## src/logic/adc_ctrl_consts.svh

```systemverilog
// constants for the converter control block: register addresses, field
// positions, reset values and timing counts
// assumes inclusion by bare name from the package and the design module
`ifndef ADC_CTRL_CONSTS_SVH
`define ADC_CTRL_CONSTS_SVH
`define ADDR_CONTROL_STATUS 8'hD8
`define ADDR_RESULT 8'hD9
`define ADDR_TRIGGER 8'hDA
`define ADDR_ADVANCED_FUNC 8'hA6
`define BIT_CHAN_LO 0
`define BIT_CHAN_HI 1
`define BIT_RESERVED2 2
`define BIT_REPEAT_MODE 3
`define BIT_ACTIVE 4
`define BIT_DONE_IRQ 5
`define BIT_LONG_SAMPLE 6
`define BIT_CLOCK_HALVER 7
`define BIT_CORE_HALVE 7
`define CONTROL_RESET 8'h00
`define ADVANCED_RESET 8'h00
`define RESULT_RESET 8'h00
`define MASTER_CLKS_PER_STEP 32
`define SAMPLE_SHORT 2
`define SAMPLE_LONG 8
`define BASE_STEPS 4
`define DIV_CNT_W 2
`define PHASE_CNT_W 9
`endif

```

## src/logic/adc_ctrl_pkg.sv

```systemverilog
// types for the converter control block
// assumes the constants header is on the include path
`include "adc_ctrl_consts.svh"
package adc_ctrl_pkg;
  typedef enum logic [1:0] {
    ST_IDLE = 2'b00,
    ST_SAMPLE = 2'b01,
    ST_CONVERT = 2'b10
  } conv_state_t;
endpackage

```

## src/logic/adc_conversion_control.sv

```systemverilog
// converter control: special function register slave, clock prescaling,
// sample and successive approximation sequencer for an 8-bit converter
// assumes a synchronous cpu register port and an analog comparator input
// from the capacitor-array core; clk_sys_in is the oscillator clock
//
// Function
// - conversion lasts (2^(2*long)+4)*32*2^core*2^halver oscillator periods
// - repeat bit clear: one conversion per start, then stop
// - repeat bit set: next conversion starts right after previous finishes
// - busy flag bit 4 set while converting, cleared by hardware on completion with repeat bit clear
// - busy flag is read-only; writes do not change it
// - two channel bits choose which of four analog inputs is converted
// - halver bit set divides chip clock by two for converter master clock
// - sample phase lasts 32 master clocks, or 128 with long-sample bit set
// - result register keeps last value until next conversion or a software write overwrites it
// - result register is readable and writable by software
// - a write to trigger address while idle starts conversion; no storage bits
// - reads of trigger address return arbitrary values
// - control register supports single-bit set and clear besides byte writes
// - done flag set on completion, never cleared by hardware; software clears
// - channel bits decode as binary channel number 0 to 3
// - core halve bit set runs chip clock at half the oscillator rate
`timescale 1ns/1ps
`include "adc_ctrl_consts.svh"
module adc_conversion_control (
  input wire logic clk_sys_in,
  input wire logic sys_rst_in,
  input wire logic [7:0] sfr_addr_in,
  input wire logic sfr_wr_in,
  input wire logic [7:0] sfr_wdata_in,
  input wire logic sfr_bit_wr_in,
  input wire logic [2:0] sfr_bit_sel_in,
  input wire logic sfr_bit_val_in,
  input wire logic sfr_rd_in,
  output logic [7:0] sfr_rdata_out,
  input wire logic comparator_in,
  output logic [1:0] channel_sel_out,
  output logic sample_out,
  output logic [7:0] dac_code_out,
  output logic conversion_done_irq_out
);
  // control register fields and state
  logic [7:0] converter_control_status;
  logic [7:0] next_control;
  logic [7:0] advanced_function_reg;
  logic [7:0] next_advanced;
  logic [7:0] conversion_result;
  logic [7:0] next_result;
  adc_ctrl_pkg::conv_state_t state;
  adc_ctrl_pkg::conv_state_t next_state;
  logic [`DIV_CNT_W-1:0] div_cnt;
  logic [`DIV_CNT_W-1:0] next_div_cnt;
  logic [`PHASE_CNT_W-1:0] phase_cnt;
  logic [`PHASE_CNT_W-1:0] next_phase_cnt;
  logic [7:0] sar;
  logic [7:0] next_sar;
  logic [2:0] bit_idx;
  logic [2:0] next_bit_idx;
  logic [7:0] rdata;
  logic [7:0] next_rdata;
  logic [1:0] chan_latched;
  logic [1:0] next_chan;
  logic master_tick;
  logic start_req;
  logic done_evt;
  logic ctl_wr;
  logic [7:0] ctl_wdata;
  logic repeat_mode_select;
  logic long_sample_select;
  logic clock_halver;
  logic core_clock_halve;
  logic start_go;
  logic step_now;
  logic phase_end;
  logic res_wr;
  logic adv_wr;

  assign repeat_mode_select = converter_control_status[`BIT_REPEAT_MODE];
  assign long_sample_select = converter_control_status[`BIT_LONG_SAMPLE];
  assign clock_halver = converter_control_status[`BIT_CLOCK_HALVER];
  assign core_clock_halve = advanced_function_reg[`BIT_CORE_HALVE];

  // one-cycle count of a phase length in master clocks
  function automatic logic [`PHASE_CNT_W-1:0] phase_len(input logic sampling,
                                                        input logic long_s);
    logic [`PHASE_CNT_W-1:0] len;
    len = '0;
    if (sampling) begin
      // sample: 1 or 4 steps of 32 master clocks, 4 steps = (2^2)*1
      len = long_s ? `PHASE_CNT_W'(`SAMPLE_LONG * `MASTER_CLKS_PER_STEP / 2)
                   : `PHASE_CNT_W'(`SAMPLE_SHORT * `MASTER_CLKS_PER_STEP / 2);
    end else begin
      len = `PHASE_CNT_W'(`BASE_STEPS * `MASTER_CLKS_PER_STEP);
    end
    phase_len = len - `PHASE_CNT_W'(1);
  endfunction

  // true when a strobe targets the given register address
  function automatic logic addr_hit(input logic strobe, input logic [7:0] addr,
                                    input logic [7:0] target);
    addr_hit = strobe && (addr == target);
  endfunction

  // channel number held in the two low control bits
  function automatic logic [1:0] chan_field(input logic [7:0] ctl);
    chan_field = ctl[`BIT_CHAN_HI:`BIT_CHAN_LO];
  endfunction

  // master clock enable: oscillator divided by 2^core * 2^halver; the divider
  // restarts on an accepted trigger so every conversion has the exact length
  always_comb begin
    next_div_cnt = div_cnt + `DIV_CNT_W'(1);
    if (start_go) begin
      next_div_cnt = '0;
    end
    master_tick = 1'b0;
    case ({core_clock_halve, clock_halver})
      2'b00: master_tick = 1'b1;
      2'b01, 2'b10: master_tick = div_cnt[0];
      2'b11: master_tick = (div_cnt == 2'b11);
      default: master_tick = 1'b0;
    endcase
  end

  // divider register
  always_ff @(posedge clk_sys_in or posedge sys_rst_in) begin
    if (sys_rst_in) begin
      div_cnt <= '0;
    end else begin
      div_cnt <= next_div_cnt;
    end
  end

  // register access decode; a byte write wins over a bit write
  always_comb begin
    start_req = addr_hit(sfr_wr_in, sfr_addr_in, `ADDR_TRIGGER);
    start_go = start_req && (state == adc_ctrl_pkg::ST_IDLE); // busy ignores triggers
    adv_wr = addr_hit(sfr_wr_in, sfr_addr_in, `ADDR_ADVANCED_FUNC);
    res_wr = addr_hit(sfr_wr_in, sfr_addr_in, `ADDR_RESULT);
    ctl_wr = 1'b0;
    ctl_wdata = converter_control_status;
    if (addr_hit(sfr_wr_in, sfr_addr_in, `ADDR_CONTROL_STATUS)) begin
      ctl_wr = 1'b1;
      ctl_wdata = sfr_wdata_in;
    end else if (addr_hit(sfr_bit_wr_in, sfr_addr_in, `ADDR_CONTROL_STATUS)) begin
      ctl_wr = 1'b1;
      ctl_wdata[sfr_bit_sel_in] = sfr_bit_val_in;
    end
  end

  // sequencer: sample phase, then eight approximation steps over 4 units
  always_comb begin
    next_state = state;
    next_phase_cnt = phase_cnt;
    next_sar = sar;
    next_bit_idx = bit_idx;
    next_chan = chan_latched;
    done_evt = 1'b0;
    step_now = master_tick && (phase_cnt[3:0] == 4'h0); // one decision per 16 ticks
    phase_end = master_tick && (phase_cnt == '0);
    case (state)
      adc_ctrl_pkg::ST_IDLE: begin
        if (start_go) begin
          next_state = adc_ctrl_pkg::ST_SAMPLE;
          next_chan = chan_field(converter_control_status);
          next_phase_cnt = phase_len(1'b1, long_sample_select);
        end
      end
      adc_ctrl_pkg::ST_SAMPLE: begin
        if (phase_end) begin
          next_state = adc_ctrl_pkg::ST_CONVERT;
          next_phase_cnt = phase_len(1'b0, long_sample_select);
          next_sar = 8'h80;
          next_bit_idx = 3'h7;
        end else if (master_tick) begin
          next_phase_cnt = phase_cnt - `PHASE_CNT_W'(1);
        end
      end
      adc_ctrl_pkg::ST_CONVERT: begin
        // comparator settles the trial bit, the next lower bit becomes the trial
        if (step_now) begin
          next_sar[bit_idx] = comparator_in;
          if (bit_idx != 3'h0) begin
            next_sar[bit_idx - 3'h1] = 1'b1;
            next_bit_idx = bit_idx - 3'h1;
          end
        end
        if (phase_end) begin
          done_evt = 1'b1;
          if (repeat_mode_select) begin
            next_state = adc_ctrl_pkg::ST_SAMPLE;
            next_chan = chan_field(converter_control_status);
            next_phase_cnt = phase_len(1'b1, long_sample_select);
          end else begin
            next_state = adc_ctrl_pkg::ST_IDLE;
          end
        end else if (master_tick) begin
          next_phase_cnt = phase_cnt - `PHASE_CNT_W'(1);
        end
      end
      default: next_state = adc_ctrl_pkg::ST_IDLE;
    endcase
  end

  // control register next value; the busy bit always mirrors the sequencer
  always_comb begin
    next_control = ctl_wr ? ctl_wdata : converter_control_status;
    next_control[`BIT_ACTIVE] = (next_state != adc_ctrl_pkg::ST_IDLE);
    if (done_evt) begin
      next_control[`BIT_DONE_IRQ] = 1'b1;
    end
  end

  // control register
  always_ff @(posedge clk_sys_in or posedge sys_rst_in) begin
    if (sys_rst_in) begin
      converter_control_status <= `CONTROL_RESET;
    end else begin
      converter_control_status <= next_control;
    end
  end

  // advanced function next value: only the core halve bit is kept
  always_comb begin
    next_advanced = advanced_function_reg;
    if (adv_wr) begin
      next_advanced = {sfr_wdata_in[`BIT_CORE_HALVE], 7'h00};
    end
  end

  // advanced function register
  always_ff @(posedge clk_sys_in or posedge sys_rst_in) begin
    if (sys_rst_in) begin
      advanced_function_reg <= `ADVANCED_RESET;
    end else begin
      advanced_function_reg <= next_advanced;
    end
  end

  // result next value; completion wins over a software write
  always_comb begin
    next_result = conversion_result;
    if (res_wr) begin
      next_result = sfr_wdata_in;
    end
    if (done_evt) begin
      next_result = next_sar;
    end
  end

  // result register
  always_ff @(posedge clk_sys_in or posedge sys_rst_in) begin
    if (sys_rst_in) begin
      conversion_result <= `RESULT_RESET;
    end else begin
      conversion_result <= next_result;
    end
  end

  // read data next value; zero whenever no read is strobed
  always_comb begin
    next_rdata = 8'h00;
    if (sfr_rd_in) begin
      case (sfr_addr_in)
        `ADDR_CONTROL_STATUS: next_rdata = converter_control_status;
        `ADDR_RESULT: next_rdata = conversion_result;
        `ADDR_ADVANCED_FUNC: next_rdata = advanced_function_reg;
        `ADDR_TRIGGER: next_rdata = sar;
        default: next_rdata = 8'h00;
      endcase
    end
  end

  // read data register
  always_ff @(posedge clk_sys_in or posedge sys_rst_in) begin
    if (sys_rst_in) begin
      rdata <= 8'h00;
    end else begin
      rdata <= next_rdata;
    end
  end

  // sequencer registers
  always_ff @(posedge clk_sys_in or posedge sys_rst_in) begin
    if (sys_rst_in) begin
      state <= adc_ctrl_pkg::ST_IDLE;
      phase_cnt <= '0;
      sar <= 8'h00;
      bit_idx <= 3'h0;
      chan_latched <= 2'b00;
    end else begin
      state <= next_state;
      phase_cnt <= next_phase_cnt;
      sar <= next_sar;
      bit_idx <= next_bit_idx;
      chan_latched <= next_chan;
    end
  end

  // outputs toward the cpu and the analog core
  assign sfr_rdata_out = rdata;
  assign channel_sel_out = chan_latched;
  assign sample_out = (state == adc_ctrl_pkg::ST_SAMPLE);
  assign dac_code_out = sar;
  assign conversion_done_irq_out = converter_control_status[`BIT_DONE_IRQ];
endmodule

```

## config.mk

```make
export PLATFORM = sky130hd
export DESIGN_NAME = adc_conversion_control
export DESIGN_NICKNAME = d
export VERILOG_FILES = /design/src/logic/adc_ctrl_pkg.sv /design/src/logic/adc_conversion_control.sv
export VERILOG_INCLUDE_DIRS = /design/src /design/src/logic
export SDC_FILE = /design/constraint.sdc
export NUM_CORES = 1
export LEC_CHECK = 0
export BUFFER_PORTS_ARGS = -buffer_cell sky130_fd_sc_hd__buf_4
export CAP_MARGIN = 5
export CORE_MARGIN = 10
export CORE_UTILIZATION = 58
export DETAILED_ROUTE_END_ITERATION = 8
export PLACE_DENSITY = 0.82
export SYNTH_ARGS = -nofsm -noshare
export SYNTH_HDL_FRONTEND = slang
export SYNTH_SLANG_ARGS = --single-unit
```

## constraint.sdc

```tcl
create_clock -name clk_sys_in -period 3.05 [get_ports clk_sys_in]
set_input_delay 0.1525 -clock clk_sys_in [delete_from_list [all_inputs] [get_ports clk_sys_in]]
set_output_delay 0.1525 -clock clk_sys_in [all_outputs]
set_load 0.03 [all_outputs]
```

Yosys cells after proc, flatten, opt, wreduce, memory -nomap -nowiden
Cells that the tools add are included.
{ "totals": {"input_bits": 26, "register_bits": 51, "output_inout_bits": 20, "elab_cells": 125} }
{ "op_classes": {"n_eq_ne": 17, "muxes": 53, "addsub": 6, "order_cmp": 6, "reduce_logical": 30, "bitwise_logic": 1} }
{ "ops": {"columns": ["cell", "n"], "rows": [
  ["$mux 9", 12],
  ["$mux 8", 9],
  ["$sub 9x1->9 const B", 4],
  ["$eq 8x8->1 const B", 4],
  ["$pmux 8 s4", 1],
  ["$pmux 9 s3", 1],
  ["$bwmux 8", 2],
  ["$pmux 8 s2", 1],
  ["$mux 2", 7],
  ["$lt 3x4->1 const B", 3],
  ["$reduce_bool 2->1", 6],
  ["$logic_and 1x1->1", 11],
  ["$ne 2x2->1 const B", 5],
  ["$demux 1 s3", 3],
  ["$ge 3x1->1 const B", 3],
  ["$logic_not 9->1", 1],
  ["$mux 1", 9],
  ["$mux 3", 3],
  ["$reduce_bool 3->1", 3],
  ["$eq 2x2->1 const B", 4],
  ["$or 8x8->8", 1],
  ["$reduce_and 4->1", 2],
  ["$mux 6", 1],
  ["$pmux 2 s3", 1],
  ["other kinds (13)", 16]
]} }

Depth between registers and ports, before layout
Gate-level depths: netlist (run 1).
{ "depth": {"depth_word": 10, "mapped_depth": 9, "ltp_nobuf": 7} }

Least setup slack after synthesis (run 1)
Ideal clock, no wire load.
{ "synth_timing": {"path_kind": "reg2reg", "startpoint": "register converter_control_status[7]", "endpoint": "register conversion_result[1]", "period_less_slack_ns": 2.147, "path_stages_with_launch": 9, "arrival_ns": 2.028, "slack_ns": 0.903, "required_time_ns": 2.931, "setup_time_ns": 0.119, "path_buffers": 2, "cell_sequence": "dfrtp_1 > inv_1 > ha_1 > a221oi_2 > buf_2 > nor2_1 > buf_2 > a221o_1 > o21a_1"} }
{ "synth_via": {"elab_chain_len": 7, "elab_cells_between_ends": 15, "cone_classes": "eq/ne (3); mux (7); reduce/logical (5)"} }
{ "synth_lines": {"columns": ["item", "line_no", "rtl"], "rows": [
  ["start, declared", "adc_conversion_control.sv:43", "logic [7:0] converter_control_status;"],
  ["start signal, assigned", "adc_conversion_control.sv:217", "converter_control_status <= `CONTROL_RESET;"],
  ["start signal, assigned", "adc_conversion_control.sv:219", "converter_control_status <= next_control;"],
  ["$eq 2x1->1 / $eq 2x2->1 (equally long branches)", "adc_conversion_control.sv:117", "case ({core_clock_halve, clock_halver})"],
  ["$reduce_or 2->1", "adc_conversion_control.sv:117", null],
  ["$pmux 1 s3 (*)", "adc_conversion_control.sv:117", null],
  ["$logic_and 1x1->1, on equally long branches", "adc_conversion_control.sv:159, adc_conversion_control.sv:160", null],
  ["$mux 8, on equally long branches", "adc_conversion_control.sv:181, adc_conversion_control.sv:170", null],
  ["$pmux 8 s2 (*)", "adc_conversion_control.sv:161", "case (state)"],
  ["named net next_sar[1]", "adc_conversion_control.sv:56", "logic [7:0] next_sar;"],
  ["$mux 8 (*)", "adc_conversion_control.sv:246", "if (done_evt) begin"],
  ["end signal, assigned", "adc_conversion_control.sv:254", "conversion_result <= `RESULT_RESET;"],
  ["end signal, assigned", "adc_conversion_control.sv:256", "conversion_result <= next_result;"],
  ["end, declared", "adc_conversion_control.sv:47", "logic [7:0] conversion_result;"]
]} }
The timed path passes the listed nets; every way through them passes the cells marked *.
A chain may end at the register's enable or synchronous reset.

Worst setup path after layout (run 1)
{ "layout_timing": {"startpoint": "register phase_cnt[1]", "endpoint": "register conversion_result[1]"} }
{ "layout_via": {"elab_chain_len": 5, "elab_cells_between_ends": 11, "cone_classes": "mux (6); reduce/logical (5)"} }
{ "layout_lines": {"columns": ["item", "line_no", "rtl"], "rows": [
  ["start, declared", "adc_conversion_control.sv:53", "logic [`PHASE_CNT_W-1:0] phase_cnt;"],
  ["start signal, assigned", "adc_conversion_control.sv:293", "phase_cnt <= next_phase_cnt;"],
  ["$logic_not 9->1 / $logic_not 4->1 (equally long branches)", "adc_conversion_control.sv:160, adc_conversion_control.sv:159", null],
  ["$logic_and 1x1->1, on equally long branches", "adc_conversion_control.sv:160, adc_conversion_control.sv:159", null],
  ["$mux 8, on equally long branches", "adc_conversion_control.sv:170, adc_conversion_control.sv:181", null],
  ["$pmux 8 s2 (*)", "adc_conversion_control.sv:161", null],
  ["named net next_sar[1]", "adc_conversion_control.sv:56", null],
  ["$mux 8 (*)", "adc_conversion_control.sv:246", null]
]} }
Marks and branches as above.

==> impl_metrics.tcl, run 1 <==
set metrics [dict create \
    fin_nets 440 \
    drc 0 \
    cp_max_fo 13 \
    final_common_cell "buf_4" \
    critPathCaptureType "flip-flop" \
    io_pins 46 \
    cts-hold-fix-buffers 0 \
    die_area_um2 8970 \
    postCtsSetupBuffers 0 \
    powerDensity_nw_per_um2 649 \
    dp.final_hpwl_um 6550 \
    final_cell_mix "53 x buf_4, 51 x dfrtp_1, 34 x nand2_1" \
    hold_violations 0 \
    synth_edf_count 0 \
    hold_depth 2 \
    grt.total_usage 0.199 \
    fp-row-count 27 \
    hold_start "sfr_rd_in" \
    r2r_end "conversion_result[1]" \
    post_drt_via_cell_ratio 6.43 \
    grt_pass1_vias 2923 \
    seq_area_frac_synth 0.394 \
    cts_buffers 5 \
    clk_latency_ps 320 \
    outcome "completed" \
    worstPathArrival_ps 2870 \
    synth_cell_types 64 \
    drive_gt1_frac 0.210 \
    reg2regPathDepth 7 \
    cts_buffer_depth 2 \
    fin_skew_ps 13.8 \
    first_pass_iters 5 \
    synthFlopType "dfrtp_1" \
    max_slew_margin 0.290 \
    cts_tree "done" \
    synth_async_sr_flop_share 1.00 \
    largest_reg_flops 9 \
    r2r_start "phase_cnt[1]" \
    io_buffers 45 \
    min_to "sfr_rdata_out[7]" \
    postRouteAntennaNets 0 \
    top_register "phase_cnt" \
    leakagePower_nw 1.65 \
    ys_warn_count 0 \
    tightest_slew_ps 1060 \
    h-tree-depth 2 \
    fin_crit_sh 0.873 \
    cts.sinks 51 \
    cp-start-kind "flip-flop" \
    setup_tns_ps 0 \
    pre_cts_ws_ps 504 \
    hold_class "in2reg" \
    clockRootBuffer "clkbuf_8" \
    syn_area_per_cell_um2 8.89 \
    dieWidth_um 94.7 \
    period_minus_slack_ps 2660 \
    antenna_found_initial 0 \
    syn_area_um2 3240 \
    core_um2 5470 \
    p_total_w 0.00243 \
    synth_seq_cells 51 \
    netlist_instances 364 \
    rsz0062_at_grt "false" \
    clkTransAtPathRegs_ps 100 \
    wl_um 8780 \
    dr_total_vias 3066 \
    crit_type "reg2reg" \
    synth_fp_nets 400 \
    grt_pass1_wl_um 14600 \
    die_h_um 94.7 \
    cts.repair.resized 0 \
    grt_max_degree 52 \
    setup_slack_ps 388 \
    setup_violations 0 \
    maxSlewViolCount 0 \
    wl_per_cell_um 18.4 \
    area_growth_pct 15.8 \
    antenna_cells 0 \
    max_freq_mhz 376 \
    peakVddDrop_mv 0.502 \
    max-cap-violations 0 \
    grt_overflow_total 0 \
    required_ps 3260 \
    place_congestion 0.909 \
    dr.first_iter.drc_count 200 \
    reg2reg_setup_slack_ps 390 \
    start_util 0.591 \
]
==> where the power goes <==
group / switching (W) / leakage, nW / internal, W
registers: 0.000191 / 0.660 / 0.000806
logic: 0.000611 / 0.935 / 0.000394
clock network: 0.000260 / 0.0502 / 0.000171
==> critical path, cell delays in order, from the launching register on <==
cell and delay [ps]:
dfrtp_1 410, inv_1 80, ha_1 220, or3b_2 480, nor2_1 680, a31oi_1 180
a221o_1 330, o21a_1 180
==> cells by family after synthesis <==
family | count (synthesis) | synth area share
multiplexers | 21 | 0.0681
AND/OR/NAND/NOR | 137 | 0.226
XOR/XNOR | 1 | 0.00271
AO/OA/AOI/OAI | 107 | 0.226
flip-flops | 51 | 0.394
buffers and inverters | 37 | 0.0445
adder cells (fa/ha/maj) | 10 | 0.0387
==> layout make-up <==
class,instances,area (µm²)
fillers,452,1730
clock inverters,3,28.8
repair buffers,53,398
inverters,17,63.8
clock buffers,5,68.8
well taps,72,90.1
multi-input cells,276,1820
flip-flops and latches,51,1280
==> metrics by stage <==
step	hold WS [ps]	cells	utilization	cell area, µm²
5_1_grt	66.9	477	0.685	3750
3_5_place_dp	395	469	0.667	3650
4_1_cts	62.0	477	0.685	3750
2_1_floorplan	247	364	-	3240
6_report	67.4	477	0.685	3750
3_3_place_gp	391	469	0.667	3650
==> per-layer routing <==
layer / vias to the layer above / wire [µm] / global-route usage
met4: 0 / 112 / 0.0511
met1: 1503 / 3710 / 0.265
met2: 111 / 4350 / 0.322
met5: - / 0 / 0
li1: 1440 / - / -
met3: 12 / 606 / 0.0428
==> Yosys cell counts, types with 4 or more instances <==
cell type  instances  area (µm²)
clkbuf_1          15        56.3
ha_1              10         125
nor2_1            32         120
a32oi_1            4        35.0
inv_1             17        63.8
dfrtp_1           51        1280
buf_2              4        20.0
a31oi_1           14        87.6
a211oi_1           6        45.0
nand3_1           10        50.1
nor4_1             4        25.0
mux2_2             8        90.1
nor3_1            10        50.1
mux2i_1           13         130
nand4_1            7        43.8
nand2_1           34         128
o21ai_0           28         140
nor2b_1           10        62.6
a21oi_1           19        95.1
==> worst max-delay path by stage <==
stage                                      startpoint              endpoint  slack [ps]  cells past startpoint
after detailed placement                 phase_cnt[1]  conversion_result[1]         500                      7
after CTS                                phase_cnt[1]  conversion_result[1]         450                      7
after global routing                     phase_cnt[1]  conversion_result[1]         240                      7
final                                    phase_cnt[1]  conversion_result[1]         390                      7
after floorplan           converter_control_status[7]  conversion_result[1]         900                      8
after global placement                   phase_cnt[0]  conversion_result[1]         600                      7
Note: power is estimated with default switching activity, not from simulation.
==> run 2: changes to the inputs <==
--- a/config.mk
+++ b/config.mk
@@ -9,9 +9,9 @@
 export BUFFER_PORTS_ARGS = -buffer_cell sky130_fd_sc_hd__buf_4
 export CAP_MARGIN = 5
 export CORE_MARGIN = 10
-export CORE_UTILIZATION = 58
+export CORE_UTILIZATION = 28
 export DETAILED_ROUTE_END_ITERATION = 8
-export PLACE_DENSITY = 0.82
+export PLACE_DENSITY = 0.46
 export SYNTH_ARGS = -nofsm -noshare
 export SYNTH_HDL_FRONTEND = slang
 export SYNTH_SLANG_ARGS = --single-unit
==> impl_metrics.tcl, run 2 (synthesis results as in run 1) <==
set metrics [dict create \
    outcome "finished with violations" \
    failed_checks "negative hold slack" \
    max_freq_mhz 388 \
    core_um2 11400 \
    antenna_found_initial 0 \
    critPathCaptureType "flip-flop" \
    grt_pass1_vias 3021 \
    required_ps 3230 \
    grt_overflow_total 0 \
    area_growth_pct 21.3 \
    pre_cts_ws_ps 494 \
    fin_nets 444 \
    fin_skew_ps 3.00 \
    largest_reg_flops 9 \
    rsz0062_at_grt "false" \
    cts-hold-fix-buffers 0 \
    leakagePower_nw 1.69 \
    max-cap-violations 0 \
    post_drt_via_cell_ratio 5.47 \
    fillers 1187 \
    hold_violations 1 \
    max_slew_margin 0.428 \
    clk_latency_ps 290 \
    cts_buffer_depth 2 \
    die_area_um2 16300 \
    setup_tns_ps 0 \
    clockRootBuffer "clkbuf_16" \
    cts_buffers 5 \
    fin_hold_ws_ps -0.488 \
    cp-start-kind "flip-flop" \
    powerDensity_nw_per_um2 673 \
    die_h_um 127 \
    period_minus_slack_ps 2580 \
    dp.final_hpwl_um 7680 \
    io_buffers 45 \
    fin_crit_sh 0.846 \
    final_cell_mix "57 x buf_4, 51 x dfrtp_1, 34 x nand2_1" \
    final_common_cell "buf_4" \
    drc 0 \
    hold_class "in2async" \
    dr_total_vias 3021 \
    top_register "phase_cnt" \
    multiInputGateArea_um2 1820 \
    reg2reg_setup_slack_ps 470 \
    crit_type "reg2reg" \
    first_pass_iters 5 \
    dieWidth_um 127 \
    h-tree-depth 2 \
    cp_max_fo 13 \
    grt_pass1_wl_um 16600 \
    setup_slack_ps 470 \
    cts_tree "done" \
    drive_gt1_frac 0.218 \
    dr.first_iter.drc_count 266 \
    io_pins 46 \
    antenna_cells 0 \
    cts.repair.resized 0 \
    start_util 0.285 \
    wl_per_cell_um 18.5 \
    postRouteAntennaNets 0 \
    peakVddDrop_mv 0.375 \
    postCtsSetupBuffers 0 \
    setup_violations 0 \
    worstPathArrival_ps 2760 \
    p_total_w 0.00264 \
    maxSlewViolCount 0 \
    place_congestion 0.873 \
    cts.sinks 51 \
    clkTransAtPathRegs_ps 70 \
    fp-row-count 39 \
    regArea_um2 1280 \
    utilization 0.345 \
    grt.total_usage 0.123 \
    wl_um 10200 \
    tightest_slew_ps 855 \
    grt_max_degree 36 \
]
## run 2: stage by stage
| step | hold slack, ps | instance area [µm²] | instances |
|---|---|---|---|
| 2_1_floorplan | 247 | 3240 | 364 |
| 3_5_place_dp | 362 | 3770 | 544 |
| 3_3_place_gp | 356 | 3770 | 544 |
| 6_report | -0.488 | 3920 | 552 |
| 4_1_cts | 46.3 | 3920 | 552 |
| 5_1_grt | 83.3 | 3920 | 552 |
## run 2: where the power goes
part           total (W)  internal, W  switching, W
Sequential       0.00101     0.000807      0.000203
Combinational    0.00104     0.000405      0.000632
Clock           0.000594     0.000329      0.000265
Total            0.00264      0.00154       0.00110
## run 2: per-layer routing
metal / wire length, µm / global-route usage
met5: 0 / 0
met4: 70 / 0.0241
met1: 4880 / 0.171
met2: 4850 / 0.194
met3: 410 / 0.0215
## run 2: worst max-delay path, stage by stage, from the launching register on
cell     delay (ps)
dfrtp_1         400
inv_1            80
ha_1            230
or4b_4          530
nor4_4          180
buf_4           230
nand2_1         100
a21oi_1         340
mux2_2          380
## run 2: cell type report
cell class              instances  area share
multi-input cells             276       0.464
flip-flops and latches         51       0.325
repair buffers                 57       0.109
well taps                     143      0.0456
clock buffers                   6      0.0354
inverters                      17      0.0163
clock inverters                 2     0.00415
## run 2: final timing paths
kind                                      end  cells after the start          from
min reg2reg                      phase_cnt[8]                      1  phase_cnt[8]
max in group asynchronous    sfr_rdata_out[1]                      3    sys_rst_in
max reg2reg                channel_sel_out[1]                      8  phase_cnt[1]
min in group clk_sys_in      sfr_rdata_out[7]                      2     sfr_rd_in
max                        channel_sel_out[1]                      8  phase_cnt[1]
min                              phase_cnt[4]                      2    sys_rst_in
